<file path="src/pkg/load_fault_monitor_regs.vh">
// Constants for the load fault monitor
`ifndef LOAD_FAULT_MONITOR_REGS_VH
`define LOAD_FAULT_MONITOR_REGS_VH
`define LFM_CHANNELS       8
`define LFM_CLK_MHZ        125
`define LFM_FILTER_MIN_US  100
`define LFM_FILTER_MAX_US  300
// Chosen filter interval, inside the allowed range
`define LFM_FILTER_US      200
`define LFM_FILTER_CYCLES  (`LFM_FILTER_US * `LFM_CLK_MHZ)
`define LFM_STATUS_RESET   8'h00
`define LFM_MSB            7
`endif

</file>
<file path="src/hw/load_fault_monitor.v">
// Fault detection, latching and serial status shifting for eight channels
// What this block does
// - Check open load only while the channel's command bit is low.
// - Each channel has its own independent open-load result.
// - Open load declared when drain-source comparison is below threshold.
// - Chip-select rising edge starts delay; open-load ignored until expiry.
// - Detected fault stays latched in status until read.
// - Channel resumes normal operation when open load disappears.
// - Thermal event turns off only the affected channel.
// - Thermally off channel retries automatically when flag clears.
// - Short fault from short-to-supply or current-limit indication.
// - Logic-supply undervoltage turns all outputs off, clears status.
// - After undervoltage release, status capture resumes normally.
// - Load-supply undervoltage neither turns outputs off nor resets.
// - Faulted channel reports one, healthy channel reports zero.
// - Status shifted out channel eight first, MSB first.
// - Fault detection active only while enable high; latched status still shifts out while low.
`timescale 1ns/1ps
`include "load_fault_monitor_regs.vh"
module load_fault_monitor #(
	parameter N = `LFM_CHANNELS,
	parameter FILTER_CYCLES = `LFM_FILTER_CYCLES
)(
	// Clock and reset
	input  wire         clk,
	input  wire         rst_n,
	// Serial link pins
	input  wire         cs_n,
	input  wire         sclk,
	input  wire         serial_command_in,
	output reg          serial_status_out,
	output wire         serial_status_out_en_n,
	// Control pins
	input  wire         enable,
	input  wire         logic_supply_uv,
	input  wire         load_supply_uv,
	input  wire         direct_drive_five,
	input  wire         direct_drive_six,
	// Comparator flags per channel
	input  wire [N-1:0] open_load_threshold,
	input  wire [N-1:0] short_to_supply,
	input  wire [N-1:0] current_limit,
	input  wire [N-1:0] over_temp,
	// Outputs
	output reg  [N-1:0] gate_drive,
	output reg  [N-1:0] command_word,
	output reg  [N-1:0] fault_status_register
);
	// Two-stage synchronisers for all async inputs
	reg  [2:0] s1_link;
	reg  [2:0] s2_link;
	reg  [2:0] s1_ctl;
	reg  [2:0] s2_ctl;
	reg  [N-1:0] s1_ol;
	reg  [N-1:0] s2_ol;
	reg  [N-1:0] s1_sh;
	reg  [N-1:0] s2_sh;
	reg  [N-1:0] s1_ot;
	reg  [N-1:0] s2_ot;
	reg  [1:0]   s1_dd;
	reg  [1:0]   s2_dd;
	reg          sclk_d;
	reg          cs_d;
	reg  [N-1:0] shift_in;
	reg  [N-1:0] shift_out;
	reg  [31:0]  timer;
	reg          armed;
	wire         cs_s;
	wire         sclk_s;
	wire         din_s;
	wire         en_s;
	wire         luv_s;
	wire         sclk_rise;
	wire         cs_rise;
	wire         cs_fall;
	wire [N-1:0] cmd_eff;
	wire [N-1:0] open_fault;
	wire [N-1:0] short_fault;
	wire [N-1:0] live_fault;
	reg  [N-1:0] s1_cl;
	reg  [N-1:0] s2_cl;
	wire [N-1:0] current_lim_s;
	assign cs_s   = s2_link[0];
	assign sclk_s = s2_link[1];
	assign din_s  = s2_link[2];
	assign en_s   = s2_ctl[0];
	assign luv_s  = s2_ctl[1];
	assign sclk_rise = sclk_s & ~sclk_d;
	assign cs_rise   = cs_s & ~cs_d;
	assign cs_fall   = ~cs_s & cs_d;
	assign serial_status_out_en_n = cs_s;
	// Direct drive pins OR into channels five and six
	assign cmd_eff = command_word | ({{(N-6){1'b0}}, s2_dd, 4'h0});
	assign open_fault = {N{armed & en_s}} & ~cmd_eff & ~s2_ol;
	// short or over-temperature while on
	assign short_fault = {N{en_s}} & cmd_eff & (s2_sh | s2_ot);
	assign live_fault = open_fault | short_fault |
		({N{en_s}} & cmd_eff & s2_sh) | ({N{en_s}} & current_lim_s);
	assign current_lim_s = cmd_eff & s2_cl;
	always @(posedge clk or negedge rst_n)
	begin
		if (!rst_n)
		begin
			s1_link <= 3'h1;
			s2_link <= 3'h1;
			s1_ctl  <= 3'h4;
			s2_ctl  <= 3'h4;
			s1_ol   <= {N{1'b1}};
			s2_ol   <= {N{1'b1}};
			s1_sh   <= {N{1'b0}};
			s2_sh   <= {N{1'b0}};
			s1_cl   <= {N{1'b0}};
			s2_cl   <= {N{1'b0}};
			s1_ot   <= {N{1'b0}};
			s2_ot   <= {N{1'b0}};
			s1_dd   <= 2'h0;
			s2_dd   <= 2'h0;
			sclk_d  <= 1'b0;
			cs_d    <= 1'b1;
		end
		else
		begin
			s1_link <= {serial_command_in, sclk, cs_n};
			s2_link <= s1_link;
			s1_ctl  <= {load_supply_uv, logic_supply_uv, enable};
			s2_ctl  <= s1_ctl;
			s1_ol   <= open_load_threshold;
			s2_ol   <= s1_ol;
			s1_sh   <= short_to_supply;
			s2_sh   <= s1_sh;
			s1_cl   <= current_limit;
			s2_cl   <= s1_cl;
			s1_ot   <= over_temp;
			s2_ot   <= s1_ot;
			s1_dd   <= {direct_drive_six, direct_drive_five};
			s2_dd   <= s1_dd;
			sclk_d  <= sclk_s;
			cs_d    <= cs_s;
		end
	end
	always @(posedge clk or negedge rst_n)
	begin
		if (!rst_n)
		begin
			timer <= 32'h0;
			armed <= 1'b0;
		end
		else if (luv_s)
		begin
			timer <= 32'h0;
			armed <= 1'b0;
		end
		else if (cs_rise)
		begin
			timer <= 32'h0;
			armed <= 1'b0;
		end
		else if (!armed)
		begin
			if (timer == FILTER_CYCLES - 1)
				armed <= 1'b1;
			else
				timer <= timer + 32'h1;
		end
	end
	// Serial shift, command load and status latching
	always @(posedge clk or negedge rst_n)
	begin
		if (!rst_n)
		begin
			shift_in <= {N{1'b0}};
			shift_out <= {N{1'b0}};
			serial_status_out <= 1'b0;
			command_word <= {N{1'b0}};
			fault_status_register <= `LFM_STATUS_RESET;
		end
		// clear status and command on logic undervoltage
		else if (luv_s)
		begin
			shift_in <= {N{1'b0}};
			shift_out <= {N{1'b0}};
			serial_status_out <= 1'b0;
			command_word <= {N{1'b0}};
			fault_status_register <= `LFM_STATUS_RESET;
		end
		else
		begin
			if (cs_fall)
			begin
				// clear on transfer unless still faulted
				shift_out <= fault_status_register | live_fault;
				fault_status_register <= live_fault;
			end
			else
				fault_status_register <= fault_status_register | live_fault;
			if (!cs_s && sclk_rise)
			begin
				serial_status_out <= shift_out[N-1];
				shift_out <= {shift_out[N-2:0], shift_in[N-1]};
				shift_in <= {shift_in[N-2:0], din_s};
			end
			if (cs_rise)
				command_word <= shift_in;
		end
	end
	always @(posedge clk or negedge rst_n)
	begin
		if (!rst_n)
			gate_drive <= {N{1'b0}};
		else if (luv_s || !en_s)
			gate_drive <= {N{1'b0}};
		else
			gate_drive <= cmd_eff & ~s2_ot;
	end
endmodule

</file>
<file path="config.mk">
export PLATFORM = sky130hd
export DESIGN_NAME = load_fault_monitor
export DESIGN_NICKNAME = d
export VERILOG_FILES = /design/src/hw/load_fault_monitor.v
export VERILOG_INCLUDE_DIRS = /design/src /design/src/pkg
export SDC_FILE = /design/constraint.sdc
export NUM_CORES = 1
export LEC_CHECK = 0
export BUFFER_PORTS_ARGS = -buffer_cell sky130_fd_sc_hd__clkbuf_2
export CAP_MARGIN = 30
export CORE_MARGIN = 8
export CORE_UTILIZATION = 26
export CTS_CLUSTER_DIAMETER = 200
export DETAILED_ROUTE_END_ITERATION = 10
export GPL_ROUTABILITY_DRIVEN = 0
export SETUP_SLACK_MARGIN = 0.15
export SLEW_MARGIN = 40
export SYNTH_ARGS = -nofsm -noshare
export SYNTH_HDL_FRONTEND = slang
export SYNTH_SLANG_ARGS = --single-unit
export TNS_END_PERCENT = 30
</file>
<file path="constraint.sdc">
create_clock -name clk -period 2.2 [get_ports clk]
set_input_delay 0.11 -clock clk [delete_from_list [all_inputs] [get_ports clk]]
set_output_delay 0.11 -clock clk [all_outputs]
set_load 0.03 [all_outputs]
</file>
==> results of run 1 <==
## metrics by stage
stage	worst slack (ps)	total power, W	area (sq um)	hold slack [ps]	instances
final	165.2	0.006141	7373	202.0	882
after global routing	80.04	0.006389	7373	239.1	882
after CTS	168.4	0.006219	7370	214.6	882
after detailed placement	57.52	0.003249	6359	82.79	808
after global placement	127.2	0.003246	6359	80.95	808
after floorplan	171.0	0.003094	5560	-185.6	462
## critical path, stage by stage, from the launching register on
cell	delay [ps]
dfrtp_1	370
ha_2	220
nand2_1	90
or3_4	340
or4_4	470
or3_1	350
a21oi_2	140
## kinds of logic after synthesis
kind of cell,share of synthesized area
buf+inv,0.01576
compound gates,0.08442
flops,0.6977
xor+xnor,0.03467
simple gates,0.1652
fa+ha+maj,0.002251
## final cells by class
type | instances | area (sq um) | share of cell area
Inverter | 8 | 30.03 | 0.004073
Clock buffer | 18 | 439.2 | 0.05956
Clock inverter | 14 | 152.6 | 0.02070
Multi-Input combinational cell | 285 | 1603 | 0.2174
Tap cell | 275 | 344.1 | 0.04667
Sequential cell | 154 | 3877 | 0.5259
Timing Repair Buffer | 128 | 927.1 | 0.1257
## state kept, by name, summed over array words and instances (netlist names), 3 cells and up
signal	count
shift_out	8
shift_in	8
s1_cl	8
s2_ot	8
s1_link	3
s1_ot	8
s2_sh	8
fault_status_register	8
timer	32
s2_cl	8
gate_drive	8
s1_ol	8
s2_link	3
s1_sh	8
command_word	8
s2_ol	8
## worst min-delay path by stage
stage	cells after the start	end	slack (ps)	start
after floorplan	0	armed	-190	rst_n
after global placement	1	timer[17]	80	rst_n
after detailed placement	1	timer[17]	80	rst_n
after CTS	2	timer[19]	210	rst_n
after global routing	2	timer[19]	240	rst_n
final	2	timer[17]	200	rst_n
## placed cells by master (no fill, tap or decap), drive strengths merged, types with 2 or more instances in the layout
master,synthesis,final
a2111oi,2,2
a21oi,36,36
a22o,7,7
a22oi,2,2
a31oi,2,2
a32oi,2,2
and4,3,3
buf,3,23
clkbuf,12,83
clkinv,1,7
dfrtp,135,135
dfstp,19,19
dlygate4sd3,0,40
inv,7,14
nand2,55,55
nand2b,3,3
nand3,13,13
nand4,8,8
nor2,48,48
nor3,15,15
nor3b,7,7
nor4,10,10
nor4b,2,2
o211ai,2,2
o21ai,15,15
o31a,5,5
o31ai,2,2
or2,3,3
or3,9,9
or4,6,6
xnor2,15,15
xor2,7,7
## report_power, final
part	internal (W)	leakage, nW	switching (W)
clock network	0.00163	0.293	0.00125
registers	0.00294	1.94	0.0000346
logic	0.000119	0.954	0.000164
total	0.00469	3.18	0.00145
## metal layers
metal  global-route usage  up-vias  part of all wire
li1                     -     1881                 -
met1               0.1251     1925              0.45
met2               0.1622       77              0.49
met3              0.04126        7             0.058
met4              0.03157        0            0.0074
met5                    0        -                 0
## repair_timing
action / CTS / global route
resized for setup: 1 / 1
hold buffers: 40 / 0
endpoints found under the setup margin: 4 / 6
endpoints found under the hold margin: 84 / 0
pin swaps: 0 / 1
setup buffers: 2 / 0
==> impl_metrics.ini, run 1 <==
[synthesis]
syn_inst = 462
synthesis.area_per_instance_sq_um = 12.03
synth.distinct_cells = 43
ys_seq_area_frac = 0.6977
synth_top_area_cell = dfrtp_1
synth_ff_type = dfrtp_1
syn-num-nets = 505
yosys-top-cells-count = dfrtp_1, nand2_1, nor2_1
synth_edf_count = 0
yosysTopAreaCellShare = 0.6078
yosys_warnings = 0
async_reset_ff_frac = 1.000
synth_area_sq_mm = 0.005558
synth.area.top_cells = dfrtp_1, dfstp_2, nand2_1, a21oi_1, nor2_1
synth.most_common_cell = dfrtp_1
yosys_register_bits = 154

[pwr]
irDropWorstVdd_mv = 0.6877
power_leakage_nw = 3.185
p_per_area_mw_per_mm2 = 832.9

[critical_path]
worstReg2RegEnd = timer[30]
crit_end = timer[30]
r2r_cells = 6
startpoint = timer[1]
startpoint_type = flop
required_ps = 2550
crit_fanout = 8
critical_path_class = flop to flop
r2r_slack_ps = 170
cp.arrival_ps = 2390
worstSetupEndpointType = flop
timing.rr.start = timer[1]

[timing]
slew_headroom = 0.5909
fin_setup_tns_ps = 0
post-route-period-util = 0.9249
setup_viol = 0
clock_skew_ps = 11.08
rsz0062_at_grt = yes
hold_viol_final = 0
fmax_mhz = 491.5
worst_slew_pin_slew_ps = 611.4
finalMaxSlewViolations = 0
post-route-min-period_ps = 2035

[place]
port_buffers = 66
dpl.hpwl_microns = 8291

[final_layout]
drive_gt1_frac = 0.2488
area_growth_syn_to_layout_pct = 32.67
nets = 637
antenna_cells = 0
fin_util = 0.3508
fillCellCount = 2041

[clock_tree]
cts_tree = done
h-tree-depth = 4
cts.sinks = 154
path_clk_slew_ps = 70
clockBufferDepth = 2
numCtsBuffers = 17
clockRootBuffer = clkbuf_16
insertion_delay_ps = 420

[global_routing]
grt_max_degree = 59
grt_pass1_vias = 4059
grt_antenna_before_repair = 0
grt_overflow = 0
grt_usage = 0.1022
grt_pass1_wl_microns = 21110

[detailed_routing]
vias_per_cell = 4.410
drt_first_pass_iters = 4
routed_wl_microns = 12770
ant_nets = 0
wire_per_inst_microns = 14.48
drt_iter0_markers = 294
dr_total_vias = 3890
drc = 0

[outcome]
status = finished, final reports clean

[floorplan]
die_width_microns = 162.2
dieArea_sq_mm = 0.02631
die_y_microns = 162.2
core_area_sq_mm = 0.02102
io_pins = 68
row_count = 53
initial_core_util = 0.2644

[job]
cap_violations = 0

[min_path]
hold_path.class = input port to asynchronous set/reset pin
Note: power is estimated with default switching activity, not from simulation.
==> run 2, diff against run 1 <==
Settings changed: CORE_UTILIZATION 26 to 46, PLACE_DENSITY set to 0.68.
==> run 2 against run 1 <==
  * Power increased by 1.5%
  * Die area shrank 40%
  * Sequential cell count is the same
  * Utilization rose by 26 points
  * Via count increased by 2.1%
  * Routed wire length fell by 1.4%
  * Clock-buffer cell count up 2
  * Sequential power hardly changed
  * Final cell count is 15% lower
  * Global-route usage rose by 6.2 points
  * Fmax increased by 2.1%
  * Largest power group unchanged
==> impl_metrics.ini, run 2 (same netlist as run 1, synthesis figures left out) <==
[outcome]
status = finished, final reports clean

[final_layout]
nets = 637
layout_common_cells = dfrtp_1, clkbuf_2, nand2_1, nor2_1, dlygate4sd3_1
top_register = timer
drive_gt1_frac = 0.2521
final_common_cell = dfrtp_1
area_growth_syn_to_layout_pct = 30.48
antenna_cells = 0
largest_reg_flops = 32

[detailed_routing]
routed_wl_microns = 12600
drt_first_pass_iters = 4
drc = 0
dr_total_vias = 3970
drt_iter0_markers = 294
vias_per_cell = 5.265
wire_per_inst_microns = 16.71
ant_nets = 0

[place]
port_buffers = 66
pre_cts_slack_ps = 62.78
dpl.hpwl_microns = 7834

[timing]
clock_skew_ps = 8.923
setup_viol = 0
post-route-period-util = 0.9062
rsz0062_at_grt = yes
hold_ws_ps = 201.9
hold_viol_final = 0
fmax_mhz = 501.6
post-route-min-period_ps = 1994
finalMaxSlewViolations = 0
fin_ws_ps = 206.4
worst_slew_pin_slew_ps = 515.1
slew_headroom = 0.6540
fin_setup_tns_ps = 0

[critical_path]
worstSetupEndpointType = flop
path_delay_family = simple AND/OR/NAND/NOR gates
slowest_stage = or4_1
cp.buffers_inverters = 1
startpoint_type = flop
required_ps = 2510
critical_path_class = flop to flop
crit_fanout = 10
cp.arrival_ps = 2300
worstPathCellList = or4_1 > o41ai_2 > buf_4 > xor2_1 > nor2_1
max_stage_delay_ps = 590

[clock_tree]
path_clk_slew_ps = 60
h-tree-depth = 4
cts_tree = done
clockRootBuffer = clkbuf_16
cts.sinks = 154
numCtsBuffers = 17
clockBufferDepth = 2
insertion_delay_ps = 420

[global_routing]
grt_overflow = 0
grt_pass1_wl_microns = 20500
grt_pass1_vias = 4173
grt_usage = 0.1645
grt_antenna_before_repair = 0
grt_max_degree = 59

[floorplan]
die_y_microns = 125.9
core_area_sq_mm = 0.01191
die_width_microns = 125.9
io_pins = 68
initial_core_util = 0.4666
row_count = 40
dieArea_sq_mm = 0.01586

[min_path]
hold_path.class = input port to asynchronous set/reset pin

[pwr]
p_per_area_mw_per_mm2 = 859.6
irDropWorstVdd_mv = 0.7635
power_leakage_nw = 3.185

[job]
cap_violations = 0
[run 2: changes by cell type in the layout (fill, tap and decap cells not counted), sizes merged]
cell	change
inv	-4
clkinv	-3
clkinvlp	+3
bufinv	+2
clkbuf	+2
[run 2: path summary, 6_finish.rpt]
| kind | start | end | slack, ps | cells past startpoint |
|---|---|---|---|---|
| setup / recovery | timer[19] | timer[0] | 210 | 5 |
| max in group asynchronous | rst_n | s2_ol[4] | 1300 | 3 |
| setup reg to reg | timer[19] | timer[0] | 210 | 5 |
| hold reg to reg | s1_cl[7] | s2_cl[7] | 350 | 0 |
| min in group clk | open_load_threshold[4] | s1_ol[4] | 330 | 2 |
| hold / removal | rst_n | timer[16] | 200 | 2 |
[run 2: timing repair]
| action | 4_1_cts | 5_1_grt |
|---|---|---|
| resized for setup | 1 | 6 |
| hold buffers | 40 | 0 |
| pin swaps | 0 | 1 |
| setup endpoints to repair | 4 | 8 |
| hold endpoints to repair | 84 | 0 |
| buffers inserted | 2 | 3 |
[run 2: layout make-up]
type                    count  area, sq um
clock buffers              20        446.7
clock inverters            12        162.7
fillers                   927         4659
inverters                   8        30.03
multi-input cells         285         1622
flip-flops and latches    154         3880
well taps                 147        183.9
repair buffers            128        927.1
[run 2: where the power goes]
part           internal [W]  switching (W)  total [W]
sequential          0.00294      0.0000419    0.00298
clock               0.00183        0.00115    0.00298
combinational      0.000121       0.000159   0.000280
total               0.00489        0.00135    0.00623
[run 2: metal layers]
layer / wire, microns / global-route usage / vias up
li1: - / - / 1869
met1: 5171 / 0.1863 / 1987
met2: 6657 / 0.2839 / 102
met3: 632 / 0.05401 / 12
met4: 134 / 0.06086 / 0
met5: 0 / 0 / -
[run 2: metrics by stage]
| stage | util | total power [W] | instance area [sq um] | std cells |
|---|---|---|---|---|
| after floorplan | - | 0.003094 | 5560 | 462 |
| after global placement | 0.5185 | 0.003232 | 6176 | 677 |
| after detailed placement | 0.5185 | 0.003244 | 6176 | 677 |
| after CTS | 0.6048 | 0.006283 | 7204 | 751 |
| after global routing | 0.6088 | 0.006445 | 7252 | 754 |
| final | 0.6088 | 0.006234 | 7252 | 754 |
